**src/verilog/icdt_pkg.sv**
```systemverilog
// package: register map, field layout and modes of the capture channel
package icdt_pkg;
  localparam logic [7:0] ADDR_CTRL_ONE = 8'h00;
  localparam logic [7:0] ADDR_CTRL_TWO = 8'h04;
  localparam logic [7:0] ADDR_FIFO_READ = 8'h08;
  localparam logic [7:0] ADDR_STATUS = 8'h0C;
  // control one fields
  localparam int HALT_IDLE_BIT = 13;
  localparam int TSEL_LSB = 10;
  localparam int CPI_LSB = 5;
  localparam int OVR_BIT = 4;
  localparam int BNE_BIT = 3;
  localparam int MODE_LSB = 0;
  // control two fields
  localparam int CASCADE_BIT = 8;
  localparam int TRIG_SEL_BIT = 7;
  localparam int TRIG_RUN_BIT = 6;
  localparam int SYNC_LSB = 0;
  localparam logic [4:0] SYNC_RESET = 5'h0D;
  localparam logic [4:0] SYNC_NONE = 5'h00;
  localparam logic [2:0] TSEL_SYSCLK = 3'h7;
  localparam logic [2:0] TSEL_LAST_TIMER = 3'h4;
  localparam logic [1:0] PRESC_FOUR = 2'h3;
  localparam logic [3:0] PRESC_SIXTEEN = 4'hF;
  localparam int FIFO_DEPTH = 4;
  typedef enum logic [2:0] {
    ICDT_OFF = 3'b000,
    ICDT_EVERY_EDGE = 3'b001,
    ICDT_FALL = 3'b010,
    ICDT_RISE = 3'b011,
    ICDT_RISE_4 = 3'b100,
    ICDT_RISE_16 = 3'b101,
    ICDT_UNUSED = 3'b110,
    ICDT_WAKE_IRQ = 3'b111
  } icdt_mode_e;
  typedef enum logic [1:0] {
    ICDT_FREE = 2'b00,
    ICDT_SYNC = 2'b01,
    ICDT_TRIG = 2'b10,
    ICDT_SWTRIG = 2'b11
  } icdt_run_e;
  typedef struct packed {
    logic halt_in_idle;
    logic [2:0] timebase_select;
    logic [1:0] captures_per_interrupt;
    icdt_mode_e capture_mode_select;
  } icdt_ctrl_one_s;
  typedef struct packed {
    logic cascade_enable;
    logic trigger_mode_select;
    logic [4:0] sync_source_select;
  } icdt_ctrl_two_s;
endpackage : icdt_pkg

```
**src/verilog/icdt_channel.sv**
```systemverilog
// input capture channel with dedicated 16-bit counter and apb registers
// What this block does
// - free-running counter increments on selected clock, wraps ffff to 0000
// - each capture pushes present counter value into four-entry fifo unless it is full
// - synchronous mode runs at once, sync event clears counter
// - trigger mode holds counter stopped until selected source fires
// - source zero, trigger clear is free-run; nonzero picks trigger or sync
// - source zero with trigger set is software trigger mode
// - cascaded: odd is low word, its rollover increments even counter
// - cascade bit set in both channels forms 32 bits, even first
// - cascaded even channel with trigger clear locks to odd channel
// - cascaded synchronous pair held in reset until sync source enabled
// - odd channel fields govern pair; odd buffer low, even buffer high
// - read-only not-empty flag follows fifo, clears when drained
// - halt-in-idle bit stops channel while cpu idles
// - timebase select: 111 system clock, 000-100 timers, others reserved
// - captures per interrupt field 00..11 means one to four; mode 001 ignores it and interrupts on every capture
// - modes 011 rise, 010 fall, 001 every edge, 000 off, 110 disabled
// - mode 100 every fourth rise, 101 every sixteenth rise
// - mode 111 is rising-edge wake interrupt only in sleep or idle
// - five-bit sync source resets to 01101; 00000 means none
//
// Our own choices: the address map and the APB interface to the registers.
`timescale 1ns/100ps
`default_nettype none
module icdt_channel #(
  parameter int WIDTH = 16,
  parameter int DEPTH = icdt_pkg::FIFO_DEPTH,
  parameter int NUM_TIMERS = 5,
  parameter int NUM_SOURCES = 32
) (
  input wire logic pclk,
  input wire logic presetn,
  input wire logic psel,
  input wire logic penable,
  input wire logic pwrite,
  input wire logic [7:0] paddr,
  input wire logic [31:0] pwdata,
  output logic [31:0] prdata,
  output logic pready,
  output logic pslverr,
  input wire logic capture_input,
  input wire logic [NUM_TIMERS-1:0] timer_tick,
  input wire logic [NUM_SOURCES-1:0] sync_event,
  input wire logic sync_source_enabled,
  input wire logic cpu_idle,
  input wire logic cpu_sleep,
  input wire logic is_even_channel,
  input wire logic partner_rollover,
  input wire logic partner_sync_clear,
  input wire logic partner_capture,
  output logic rollover_out,
  output logic sync_clear_out,
  output logic capture_out,
  output logic [WIDTH-1:0] capture_counter,
  output logic capture_irq
);
  // synchroniser for the pin
  logic cap_meta_r;
  logic cap_sync_r;
  logic cap_prev_r;
  always_ff @(posedge pclk or negedge presetn) begin
    if (!presetn) begin
      cap_meta_r <= 1'b0;
      cap_sync_r <= 1'b0;
      cap_prev_r <= 1'b0;
    end else begin
      cap_meta_r <= capture_input;
      cap_sync_r <= cap_meta_r;
      cap_prev_r <= cap_sync_r;
    end
  end
  wire logic rise = cap_sync_r & ~cap_prev_r;
  wire logic fall = ~cap_sync_r & cap_prev_r;

  icdt_pkg::icdt_ctrl_one_s c1_r;
  icdt_pkg::icdt_ctrl_two_s c2_r;
  logic trig_run_r;
  logic ovr_r;
  logic [WIDTH-1:0] fifo_mem [DEPTH];
  logic [$clog2(DEPTH)-1:0] wr_ptr_r;
  logic [$clog2(DEPTH)-1:0] rd_ptr_r;
  logic [$clog2(DEPTH):0] count_r;
  logic [WIDTH-1:0] cnt_r;
  logic [3:0] presc_r;
  logic [1:0] irq_cnt_r;

  // bus strobes: one wait state, every access completes in its second access cycle
  wire logic acc = psel & penable;
  // first access cycle only: a request held into the pready cycle must not
  // write or pop a second time
  wire logic wr = acc & ~pready & pwrite;
  wire logic fifo_rd = acc & ~pready & ~pwrite &
    (paddr == icdt_pkg::ADDR_FIFO_READ);
  wire logic mapped = (paddr == icdt_pkg::ADDR_CTRL_ONE) ||
    (paddr == icdt_pkg::ADDR_CTRL_TWO) ||
    (paddr == icdt_pkg::ADDR_FIFO_READ) ||
    (paddr == icdt_pkg::ADDR_STATUS);

  // mode decode
  wire logic src_zero = (c2_r.sync_source_select == icdt_pkg::SYNC_NONE);
  icdt_pkg::icdt_run_e run_mode;
  always_comb begin
    case ({src_zero, c2_r.trigger_mode_select})
      2'b10: run_mode = icdt_pkg::ICDT_FREE;
      2'b11: run_mode = icdt_pkg::ICDT_SWTRIG;
      2'b01: run_mode = icdt_pkg::ICDT_TRIG;
      2'b00: run_mode = icdt_pkg::ICDT_SYNC;
      default: run_mode = icdt_pkg::ICDT_FREE;
    endcase
  end
  // cascaded even channel with trigger clear follows the odd one
  wire logic slave = c2_r.cascade_enable & is_even_channel &
    ~c2_r.trigger_mode_select;
  wire logic sel_sync = sync_event[c2_r.sync_source_select];
  wire logic mode_on = (c1_r.capture_mode_select != icdt_pkg::ICDT_OFF) &&
    (c1_r.capture_mode_select != icdt_pkg::ICDT_UNUSED) &&
    (c1_r.capture_mode_select != icdt_pkg::ICDT_WAKE_IRQ);
  wire logic halted = c1_r.halt_in_idle & cpu_idle;
  // cascaded sync pair waits for its source to be switched on
  wire logic held = c2_r.cascade_enable && ~sync_source_enabled &&
    (slave || run_mode == icdt_pkg::ICDT_SYNC);
  wire logic trig_wait = ~slave && ~trig_run_r &&
    (run_mode == icdt_pkg::ICDT_TRIG ||
     run_mode == icdt_pkg::ICDT_SWTRIG);

  // timebase tick; reserved codes give no tick
  logic tick;
  always_comb begin
    if (c1_r.timebase_select == icdt_pkg::TSEL_SYSCLK)
      tick = 1'b1;
    else if (c1_r.timebase_select <= icdt_pkg::TSEL_LAST_TIMER)
      tick = timer_tick[c1_r.timebase_select];
    else
      tick = 1'b0;
  end

  // capture event, with prescaler for the every-nth modes
  logic cap_evt;
  always_comb begin
    case (c1_r.capture_mode_select)
      icdt_pkg::ICDT_RISE: cap_evt = rise;
      icdt_pkg::ICDT_FALL: cap_evt = fall;
      icdt_pkg::ICDT_EVERY_EDGE: cap_evt = rise | fall;
      icdt_pkg::ICDT_RISE_4:
        cap_evt = rise && (presc_r[1:0] == icdt_pkg::PRESC_FOUR);
      icdt_pkg::ICDT_RISE_16:
        cap_evt = rise && (presc_r == icdt_pkg::PRESC_SIXTEEN);
      default: cap_evt = 1'b0;
    endcase
    // no capture until the trigger has fired or software has started it
    if (halted || held || trig_wait) cap_evt = 1'b0;
    // the even half of a pair captures with the odd half so words match
    if (slave) cap_evt = partner_capture & ~halted;
  end

  always_ff @(posedge pclk or negedge presetn) begin
    if (!presetn) presc_r <= 4'h0;
    else if (!mode_on) presc_r <= 4'h0;
    else if (rise && !halted) presc_r <= presc_r + 4'h1;
  end

  // counter
  wire logic adv = slave ? partner_rollover : tick;
  wire logic clr_sync = slave ? partner_sync_clear :
    (run_mode == icdt_pkg::ICDT_SYNC && sel_sync);
  always_ff @(posedge pclk or negedge presetn) begin
    if (!presetn) cnt_r <= '0;
    else if (held || trig_wait) cnt_r <= '0;
    else if (clr_sync && !halted) cnt_r <= '0;
    else if (adv && !halted) cnt_r <= cnt_r + 1'b1;
  end
  wire logic roll = adv && !halted && !held && !trig_wait &&
    (cnt_r == '1);
  always_ff @(posedge pclk or negedge presetn) begin
    if (!presetn) begin
      rollover_out <= 1'b0;
      sync_clear_out <= 1'b0;
      capture_out <= 1'b0;
      capture_counter <= '0;
    end else begin
      rollover_out <= roll;
      sync_clear_out <= clr_sync & ~halted;
      capture_out <= cap_evt;
      capture_counter <= cnt_r;
    end
  end

  // trigger flag: hardware set wins over software write
  always_ff @(posedge pclk or negedge presetn) begin
    if (!presetn) trig_run_r <= 1'b0;
    else if (run_mode == icdt_pkg::ICDT_TRIG && sel_sync)
      trig_run_r <= 1'b1;
    else if (wr && paddr == icdt_pkg::ADDR_CTRL_TWO)
      trig_run_r <= pwdata[icdt_pkg::TRIG_RUN_BIT];
  end

  // fifo
  wire logic full = (count_r == ($clog2(DEPTH)+1)'(DEPTH));
  wire logic empty = (count_r == '0);
  wire logic push = cap_evt & ~full;
  wire logic pop = fifo_rd & ~empty;
  always_ff @(posedge pclk) begin
    if (push) fifo_mem[wr_ptr_r] <= cnt_r;
  end
  always_ff @(posedge pclk or negedge presetn) begin
    if (!presetn) begin
      wr_ptr_r <= '0;
      rd_ptr_r <= '0;
      count_r <= '0;
    end else begin
      if (push) wr_ptr_r <= wr_ptr_r + 1'b1;
      if (pop) rd_ptr_r <= rd_ptr_r + 1'b1;
      count_r <= count_r + {{$clog2(DEPTH){1'b0}}, push} -
        {{$clog2(DEPTH){1'b0}}, pop};
    end
  end
  // overflow: capture into full fifo sets, a read clears; set wins
  always_ff @(posedge pclk or negedge presetn) begin
    if (!presetn) ovr_r <= 1'b0;
    else if (cap_evt && full) ovr_r <= 1'b1;
    else if (pop) ovr_r <= 1'b0;
  end

  // interrupt counting
  wire logic [1:0] irq_lim = (c1_r.capture_mode_select ==
    icdt_pkg::ICDT_EVERY_EDGE) ? 2'b00 : c1_r.captures_per_interrupt;
  wire logic wake = (c1_r.capture_mode_select == icdt_pkg::ICDT_WAKE_IRQ) &&
    (cpu_sleep || cpu_idle) && rise;
  always_ff @(posedge pclk or negedge presetn) begin
    if (!presetn) begin
      irq_cnt_r <= 2'b00;
      capture_irq <= 1'b0;
    end else begin
      capture_irq <= wake;
      if (!mode_on) irq_cnt_r <= 2'b00;
      else if (cap_evt) begin
        if (irq_cnt_r == irq_lim) begin
          irq_cnt_r <= 2'b00;
          capture_irq <= 1'b1;
        end else
          irq_cnt_r <= irq_cnt_r + 2'b01;
      end
    end
  end

  // register writes
  always_ff @(posedge pclk or negedge presetn) begin
    if (!presetn) begin
      c1_r <= '0;
      c2_r <= '{cascade_enable: 1'b0, trigger_mode_select: 1'b0,
                sync_source_select: icdt_pkg::SYNC_RESET};
    end else if (wr && paddr == icdt_pkg::ADDR_CTRL_ONE) begin
      c1_r.halt_in_idle <= pwdata[icdt_pkg::HALT_IDLE_BIT];
      c1_r.timebase_select <= pwdata[icdt_pkg::TSEL_LSB +: 3];
      c1_r.captures_per_interrupt <= pwdata[icdt_pkg::CPI_LSB +: 2];
      c1_r.capture_mode_select <=
        icdt_pkg::icdt_mode_e'(pwdata[icdt_pkg::MODE_LSB +: 3]);
    end else if (wr && paddr == icdt_pkg::ADDR_CTRL_TWO) begin
      c2_r.cascade_enable <= pwdata[icdt_pkg::CASCADE_BIT];
      c2_r.trigger_mode_select <= pwdata[icdt_pkg::TRIG_SEL_BIT];
      c2_r.sync_source_select <= pwdata[icdt_pkg::SYNC_LSB +: 5];
    end
  end

  // read mux and response
  logic [31:0] rd_nxt;
  always_comb begin
    rd_nxt = 32'h0000_0000;
    case (paddr)
      icdt_pkg::ADDR_CTRL_ONE: begin
        rd_nxt[icdt_pkg::HALT_IDLE_BIT] = c1_r.halt_in_idle;
        rd_nxt[icdt_pkg::TSEL_LSB +: 3] = c1_r.timebase_select;
        rd_nxt[icdt_pkg::CPI_LSB +: 2] = c1_r.captures_per_interrupt;
        rd_nxt[icdt_pkg::OVR_BIT] = ovr_r;
        rd_nxt[icdt_pkg::BNE_BIT] = ~empty;
        rd_nxt[icdt_pkg::MODE_LSB +: 3] = c1_r.capture_mode_select;
      end
      icdt_pkg::ADDR_CTRL_TWO: begin
        rd_nxt[icdt_pkg::CASCADE_BIT] = c2_r.cascade_enable;
        rd_nxt[icdt_pkg::TRIG_SEL_BIT] = c2_r.trigger_mode_select;
        rd_nxt[icdt_pkg::TRIG_RUN_BIT] = trig_run_r;
        rd_nxt[icdt_pkg::SYNC_LSB +: 5] = c2_r.sync_source_select;
      end
      icdt_pkg::ADDR_FIFO_READ:
        // empty fifo reads zero rather than a stale entry
        rd_nxt[WIDTH-1:0] = empty ? '0 : fifo_mem[rd_ptr_r];
      icdt_pkg::ADDR_STATUS: rd_nxt[WIDTH-1:0] = cnt_r;
      default: rd_nxt = 32'h0000_0000;
    endcase
  end
  always_ff @(posedge pclk or negedge presetn) begin
    if (!presetn) begin
      prdata <= 32'h0000_0000;
      pready <= 1'b0;
      pslverr <= 1'b0;
    end else begin
      // registered answer: one wait state, ready in second access cycle
      pready <= acc & ~pready;
      pslverr <= acc & ~pready & ~mapped;
      prdata <= (acc && !pready && !pwrite) ? rd_nxt : 32'h0000_0000;
    end
  end
endmodule : icdt_channel
`default_nettype wire

```
**config.mk**
```make
export PLATFORM = sky130hd
export DESIGN_NAME = icdt_channel
export DESIGN_NICKNAME = d
export VERILOG_FILES = /design/src/verilog/icdt_pkg.sv /design/src/verilog/icdt_channel.sv
export SDC_FILE = /design/constraint.sdc
export NUM_CORES = 1
export LEC_CHECK = 0
export BUFFER_PORTS_ARGS = -buffer_cell sky130_fd_sc_hd__buf_2
export CAP_MARGIN = 20
export CORE_ASPECT_RATIO = 0.75
export CORE_MARGIN = 2
export CORE_UTILIZATION = 30
export CTS_CLUSTER_SIZE = 14
export DETAILED_ROUTE_END_ITERATION = 7
export MAX_ROUTING_LAYER = met4
export PLACE_DENSITY = 0.54
export SETUP_SLACK_MARGIN = 0.4
export SLEW_MARGIN = 20
export SYNTH_ARGS = -nofsm -noshare
export SYNTH_HDL_FRONTEND = slang
export SYNTH_SLANG_ARGS = --single-unit
```
**constraint.sdc**
```tcl
create_clock -name pclk -period 7.4 [get_ports pclk]
set_input_delay 0.37 -clock pclk [delete_from_list [all_inputs] [get_ports pclk]]
set_output_delay 0.37 -clock pclk [all_outputs]
set_load 0.05 [all_outputs]
```
==> results of run 1 <==
-- logic make-up after synthesis --
kind of cell | after synthesis
DFF | 152
and+or+nand+nor | 143
AOI/OAI and AO/OA | 65
muxes | 53
buffers and inverters | 49
xor gates and xnor gates | 23
adders and majority gates | 11
other | 1
-- synth_stat cells (4+ instances only) --
master,n
mux2_2,22
nand4_1,6
a22oi_1,16
nor3b_1,4
nor3_1,9
nand3_1,10
and3_1,11
inv_1,14
dfrtp_1,85
nor2b_1,7
mux4_2,22
or3_1,4
xnor2_1,14
mux2i_1,9
xor2_1,9
clkbuf_1,12
nand2_1,27
edfxtp_1,64
a21oi_1,17
nand3b_1,4
o21ai_0,9
buf_4,18
nor2_2,10
ha_1,10
a2111oi_0,5
nor2_1,36
-- routing by layer --
metal	vias up	share of wire (%)	track usage, %
met5	-	0	-
met3	12	7.4	3.52
met2	119	48	22.7
met1	2165	44	19.8
li1	2029	-	-
met4	0	1.1	4.51
-- layout by cell type, fill, tap and decap left out, drive strengths merged, types with 17 or more instances in the layout --
| master | n |
|---|---|
| mux2 | 22 |
| inv | 17 |
| mux4 | 22 |
| edfxtp | 64 |
| a21oi | 17 |
| clkbuf | 22 |
| nand2 | 27 |
| nor2 | 46 |
| dfrtp | 85 |
| buf | 110 |
-- final timing paths --
path	start	to	slack (ps)	cells past startpoint
max	c1_r[8]	count_r[2]	4190	12
min	capture_input	cap_meta_r	50	1
max reg2reg	c1_r[8]	count_r[2]	4190	12
min reg2reg	cap_meta_r	cap_sync_r	360	0
max in group asynchronous	presetn	capture_counter[12]	5850	3
min in group asynchronous	presetn	prdata[6]	350	2
-- power groups by stage --
stage	clock network (mW)	logic [mW]	registers [mW]
floorplan	0	0.133	1.06
global placement	0	0.252	1.03
detailed placement	0	0.261	1.03
CTS	0.896	0.262	1.01
global route	0.927	0.282	1.02
finish	0.874	0.259	1.01
-- cell type report --
type	instances	area share, %
multi-input cells	311	30.2
repair buffers	111	6.94
clock inverters	10	1.39
inverters	14	0.642
flip-flops and latches	152	50.4
clock buffers	22	5.93
well taps	294	4.50
-- critical path, stage by stage (launching register included) --
cell and delay (ps):
dfrtp_1 460, nand2_1 360, o21ai_0 200, a211oi_1 250, a22oi_1 200, a21oi_1 370
inv_1 100, ha_1 280, inv_1 40, ha_1 180, fa_1 380, xnor2_1 180
xnor2_1 140
-- flip-flops by register name (all words and copies together), names as in the netlist --
signal,cells
c1_r,9
c2_r,7
cap_meta_r,1
cap_prev_r,1
cap_sync_r,1
capture_counter,16
capture_irq,1
capture_out,1
cnt_r,16
count_r,3
fifo_mem,64
irq_cnt_r,2
ovr_r,1
prdata,16
pready,1
presc_r,4
pslverr,1
rd_ptr_r,2
rollover_out,1
sync_clear_out,1
trig_run_r,1
wr_ptr_r,2
-- metrics by stage --
step	total power, mW	setup slack, ps
floorplan	1.20	4580
global placement	1.28	4260
detailed placement	1.29	4180
CTS	2.17	4170
global route	2.23	3970
finish	2.15	4190
-- repair_timing --
action	CTS	global route
hold buffers	1	0
endpoints found under the setup margin	0	0
endpoints found under the hold margin	18	0
==> load_flow_metrics.sql, run 1 <==
INSERT INTO impl_metrics (metric_group, metric, value, unit) VALUES
('yosys', 'synth_enable_flop_cells', '64', ''),
('yosys', 'syn_avg_cell_area', '13.7', 'um^2'),
('pwr', 'p_switching', '581', 'uW'),
('pwr', 'power_leakage', '3.51', 'nW'),
('clocking', 'postCtsSetupRepairBufs', '0', ''),
('placement', 'dpl_cell_area', '7570', 'um^2'),
('clocking', 'clock-root-buffer', 'clkbuf_16', ''),
('routing', 'dr.pass1.iters', '5', ''),
('sta', 'worst_slew_pin_slew', '979', 'ps'),
('sta', 'clock.fmax', '312', 'MHz'),
('die', 'floorplan.initialDensity', '30.7', '%'),
('cells_and_area', 'fillers', '2163', ''),
('sta', 'grt_setup_unrepaired', 'false', ''),
('yosys', 'asyncSetResetFlopFracSynth', '57.9', '%'),
('sta', 'hold_ws', '46.9', 'ps'),
('global_route', 'grt_pass1_vias', '4522', ''),
('sta', 'finalHoldViolCount', '0', ''),
('yosys', 'total_of_flip_flops_plus_latches_after_synthesis', '152', ''),
('run_status', 'outcome', 'completed', ''),
('global_route', 'grt_pass1_wl', '25.4', 'mm'),
('clocking', 'cts_repair_resize_count', '0', ''),
('yosys', 'synthesis.instances', '497', ''),
('cells_and_area', 'fin_util', '36.9', '%'),
('placement', 'place.port_buffers', '108', ''),
('pwr', 'worst_ir_drop_vdd', '0.000127', 'V'),
('setup_path', 'timing.critical_path.to_type', 'flop', ''),
('sta', 'fin_tns_setup', '0', 'ps'),
('sta', 'worst_clock_skew', '12.4', 'ps'),
('setup_path', 'max_fo_critical_path', '9', ''),
('placement', 'place.detailed.instances', '881', ''),
('cells_and_area', 'diodes', '0', ''),
('yosys', 'synth_area_leaders', 'dfrtp_1 (31%), edfxtp_1 (28%), mux4_2 (7.3%)', ''),
('die', 'die_h', '134', 'um'),
('cells_and_area', 'flow.area_growth_from_synthesis', '20.2', '%'),
('die', 'row_count', '47', ''),
('yosys', 'synthDominantAreaCellType', 'dfrtp_1', ''),
('pwr', 'clock_power_share', '40.8', '%'),
('sta', 'period_needed', '3210', 'ps'),
('pwr', 'comb_power_share', '12.1', '%'),
('yosys', 'synthXorXnorAreaFrac', '2.96', '%'),
('yosys', 'yosysUniqueCellTypes', '57', ''),
('clocking', 'cts_made_buffers', '17', ''),
('run', 'timing.max_cap.violations', '0', ''),
('yosys', 'seq_area_frac_synth', '60.6', '%'),
('routing', 'detail_route.vias_per_cell', '4.73', ''),
('pwr', 'sw_ratio', '27.1', '%'),
('routing', 'per_cell_routed_wire_length', '18.0', 'um'),
('yosys', 'synth.mux.area_fraction', '12.2', '%'),
('die', 'floorplan.die_area', '23900', 'um^2'),
('die', 'core', '22200', 'um^2'),
('clocking', 'worst_skew_pair.late_latency', '430', 'ps'),
('routing', 'drc', '0', ''),
('sta', 'slew_headroom', '33.8', '%'),
('clocking', 'clock_tree_from_tritoncts', 'yes', ''),
('sta', 'final-setup-viol-count', '0', ''),
('pwr', 'internal_power', '1.56', 'mW'),
('routing', 'antenna_left', '0', ''),
('routing', 'routed-via-count', '4325', ''),
('yosys', 'synth_compound_gate_area_share', '6.82', '%'),
('cells_and_area', 'area_of_the_multi_input_gates', '2470', 'um^2'),
('clocking', 'clock_sinks', '152', ''),
('global_route', 'track_usage', '14.9', '%'),
('clocking', 'ctsHtreeMaxLevel', '4', ''),
('yosys', 'post_synth_fa_ha_maj_area_fraction', '2.13', '%'),
('routing', 'wirelength', '16.4', 'mm'),
('global_route', 'grt_start_max_net_pins', '71', ''),
('pwr', 'pwr_density_cell', '262', 'nW/um^2'),
('yosys', 'dominantRegCellSynth', 'dfrtp_1', ''),
('cells_and_area', 'final_nets', '708', ''),
('die', 'dieWidth', '178', 'um'),
('yosys', 'synthSimpleGateAreaFrac', '11.2', '%');
Note: power is estimated with default switching activity, not from simulation.
==> run 2: changes to the inputs <==
==> constraint.sdc (replaced) <==
create_clock -name pclk -period 3 [get_ports pclk]
set_input_delay 0.15 -clock pclk [delete_from_list [all_inputs] [get_ports pclk]]
set_output_delay 0.15 -clock pclk [all_outputs]
set_load 0.05 [all_outputs]
==> run 2 against run 1 <==
Net effect:
- die area unchanged
- critical path depth is 2 higher
- final area grew 5.1%
- non-clock buffer count increased by 39
- sequential share of layout area is 2.5 points lower
- global-route usage is 0.19 points higher
- clock skew is 3.3 ps lower
- critical endpoint unchanged
==> load_flow_metrics.sql, run 2 (synthesis gave the netlist of run 1 again) <==
INSERT INTO impl_metrics (metric_group, metric, value, unit) VALUES
('run_status', 'outcome', 'completed', ''),
('sta', 'period_needed', '2750', 'ps'),
('pwr', 'pwr_density_cell', '634', 'nW/um^2'),
('cells_and_area', 'layout.cells.most_common_list', 'buf_2 (107), dfrtp_1 (85), edfxtp_1 (64)', ''),
('global_route', 'number_of_antenna_violations_at_the_first_check_in_global_routing', '0', ''),
('setup_path', 'critical_path.cell_chain', 'inv_1 -> ha_1 -> nor3b_2 -> a211oi_2 -> a211oi_2 -> a22oi_2 -> a21oi_2 -> inv_1 -> ha_1 -> inv_1 -> ha_2 -> fa_2 -> xnor2_2 -> xnor2_1', ''),
('hold_path', 'hp-class', 'input pin to flop', ''),
('die', 'dieWidth', '178', 'um'),
('hold_path', 'worstHoldEndpoint', 'pready', ''),
('global_route', 'grt_pass1_vias', '4655', ''),
('hold_path', 'hp-start', 'psel', ''),
('setup_path', 'cp.buffers_inverters', '3', ''),
('clocking', 'clock_sinks', '152', ''),
('cells_and_area', 'fillers', '2107', ''),
('setup_path', 'crit_type', 'flop to flop', ''),
('sta', 'layout_setup_ws', '252', 'ps'),
('global_route', 'grt_pass1_wl', '25.9', 'mm'),
('placement', 'routabilityCongestion', '0.809', ''),
('setup_path', 'timing.critical_path.to_type', 'flop', ''),
('clocking', 'cts_made_buffers', '17', ''),
('setup_path', 'crit_path_start_kind', 'flop', ''),
('setup_path', 'crit_path_max_incr_delay', '370', 'ps'),
('routing', 'number_of_violations_reported_at_the_end_of_detailed_routing_iteration_0', '325', ''),
('clocking', 'worst_skew_pair.late_latency', '420', 'ps'),
('sta', 'fin_tns_setup', '0', 'ps'),
('setup_path', 'worstRegToRegCells', '14', ''),
('setup_path', 'timing.critical_path.required', '3300', 'ps'),
('setup_path', 'regToRegSetupSlack', '250', 'ps'),
('placement', 'place.detailed.instances', '898', ''),
('cells_and_area', 'diodes', '0', ''),
('cells_and_area', 'final_nets', '747', ''),
('setup_path', 'critPathSlowestCell', 'fa_2', ''),
('cells_and_area', 'most_common_library_cell_in_the_layout_ignoring_fill_and_taps', 'buf_2', ''),
('routing', 'per_cell_routed_wire_length', '17.9', 'um'),
('global_route', 'grt_start_max_net_pins', '47', ''),
('sta', 'maxSlewViolCount', '0', ''),
('setup_path', 'regToRegStartpoint', 'cap_sync_r', ''),
('clocking', 'clock-root-buffer', 'clkbuf_16', ''),
('pwr', 'worst_ir_drop_vdd', '0.000310', 'V'),
('sta', 'finalHoldViolCount', '0', ''),
('setup_path', 'cell_class_contributing_the_biggest_share_of_worst_path_delay', 'adder cells', ''),
('sta', 'slew_headroom', '55.3', '%'),
('die', 'core', '22200', 'um^2'),
('global_route', 'track_usage', '15.1', '%'),
('run', 'timing.max_cap.violations', '0', ''),
('sta', 'worst_slew_pin_slew', '668', 'ps'),
('sta', 'clock.fmax', '364', 'MHz'),
('routing', 'dr.pass1.iters', '4', ''),
('placement', 'dp_hpwl', '12.0', 'mm'),
('sta', 'hold_ws', '41.8', 'ps'),
('placement', 'place.port_buffers', '108', ''),
('setup_path', 'r2r-end', 'count_r[2]', ''),
('routing', 'drc', '0', ''),
('global_route', 'grt_remaining_overflow', '0', ''),
('die', 'row_count', '47', ''),
('pwr', 'power_leakage', '3.70', 'nW'),
('routing', 'detail_route.vias_per_cell', '4.74', ''),
('routing', 'wirelength', '17.0', 'mm'),
('routing', 'routed-via-count', '4518', ''),
('clocking', 'clockBufferDepth', '2', ''),
('clocking', 'cts.clk_slew.worst_paths', '60', 'ps'),
('cells_and_area', 'flow.area_growth_from_synthesis', '26.4', '%'),
('cells_and_area', 'number_of_flip_flops_under_the_largest_register_name', '64', ''),
('routing', 'antenna_left', '0', ''),
('sta', 'fraction_of_the_cycle_the_final_worst_path_needs', '91.6', '%'),
('cells_and_area', 'register_with_the_most_flip_flops', 'fifo_mem', ''),
('sta', 'worst_clock_skew', '9.08', 'ps'),
('sta', 'final-setup-viol-count', '0', ''),
('cells_and_area', 'post_route_cells_drive_above_1_share', '35.8', '%'),
('die', 'die_h', '134', 'um'),
('clocking', 'clock_tree_from_tritoncts', 'yes', ''),
('setup_path', 'critical_path_data_arrival_time', '3050', 'ps'),
('die', 'floorplan.initialDensity', '30.7', '%'),
('setup_path', 'max_fo_critical_path', '2', ''),
('cells_and_area', 'layout.cells.non_filler', '953', ''),
('placement', 'preCtsSetupSlack', '208', 'ps'),
('sta', 'grt_setup_unrepaired', 'true', ''),
('die', 'floorplan.die_area', '23900', 'um^2'),
('hold_path', 'holdPathStages', '3', ''),
('setup_path', 'critPathMostFrequentCell', 'inv_1', ''),
('clocking', 'ctsHtreeMaxLevel', '4', ''),
('die', 'ios', '144', '');
run 2: stage by stage:
stage / area (um^2) / power [mW] / util, %
3_5_place_dp: 7730 / 3.20 / 34.9
6_report: 8600 / 5.45 / 38.8
5_1_grt: 8600 / 5.68 / 38.8
4_1_cts: 8550 / 5.50 / 38.6
2_1_floorplan: 6900 / 2.96 / -
3_3_place_gp: 7730 / 3.16 / 34.9
run 2: routing by layer:
| layer | up-vias | wire, um | global-route usage [%] |
|---|---|---|---|
| met1 | 2268 | 7920 | 20.4 |
| met4 | 0 | 224 | 4.51 |
| met2 | 118 | 8110 | 23.1 |
| met3 | 23 | 772 | 2.82 |
| li1 | 2109 | - | - |
| met5 | - | 0 | - |
run 2: repair_timing:
action / CTS / global route
endpoints found under the hold margin: 64 / 0
pin swaps: 0 / 7
gates resized for setup: 0 / 6
hold buffers: 18 / 0
buffers inserted: 1 / 4
endpoints found under the setup margin: 2 / 66
run 2: cell type report:
cell class              count  area [um^2]  area share (%)
clock buffers              17          425            4.95
repair buffers            150          907            10.5
clock inverters            15          201            2.34
multi-input cells         311         2520            29.3
well taps                 294          368            4.28
flip-flops and latches    152         4130            48.0
inverters                  14         52.6           0.611
run 2: worst min-delay path, stage by stage:
cell and delay [ps]:
buf_2 100, nand2_1 80, nor2_1 80
run 2: worst max path at each step:
stage,from,end,depth (start not counted)
floorplan,cap_sync_r,count_r[2],14
CTS,cap_sync_r,count_r[2],14
finish,cap_sync_r,count_r[2],14
global route,cap_sync_r,count_r[2],14
global placement,cap_sync_r,count_r[2],14
detailed placement,cap_sync_r,count_r[2],14
run 2: report_power, final:
part | switching [mW] | internal, mW
sequential | 0.168 | 2.33
clock | 0.870 | 1.40
combinational | 0.448 | 0.242
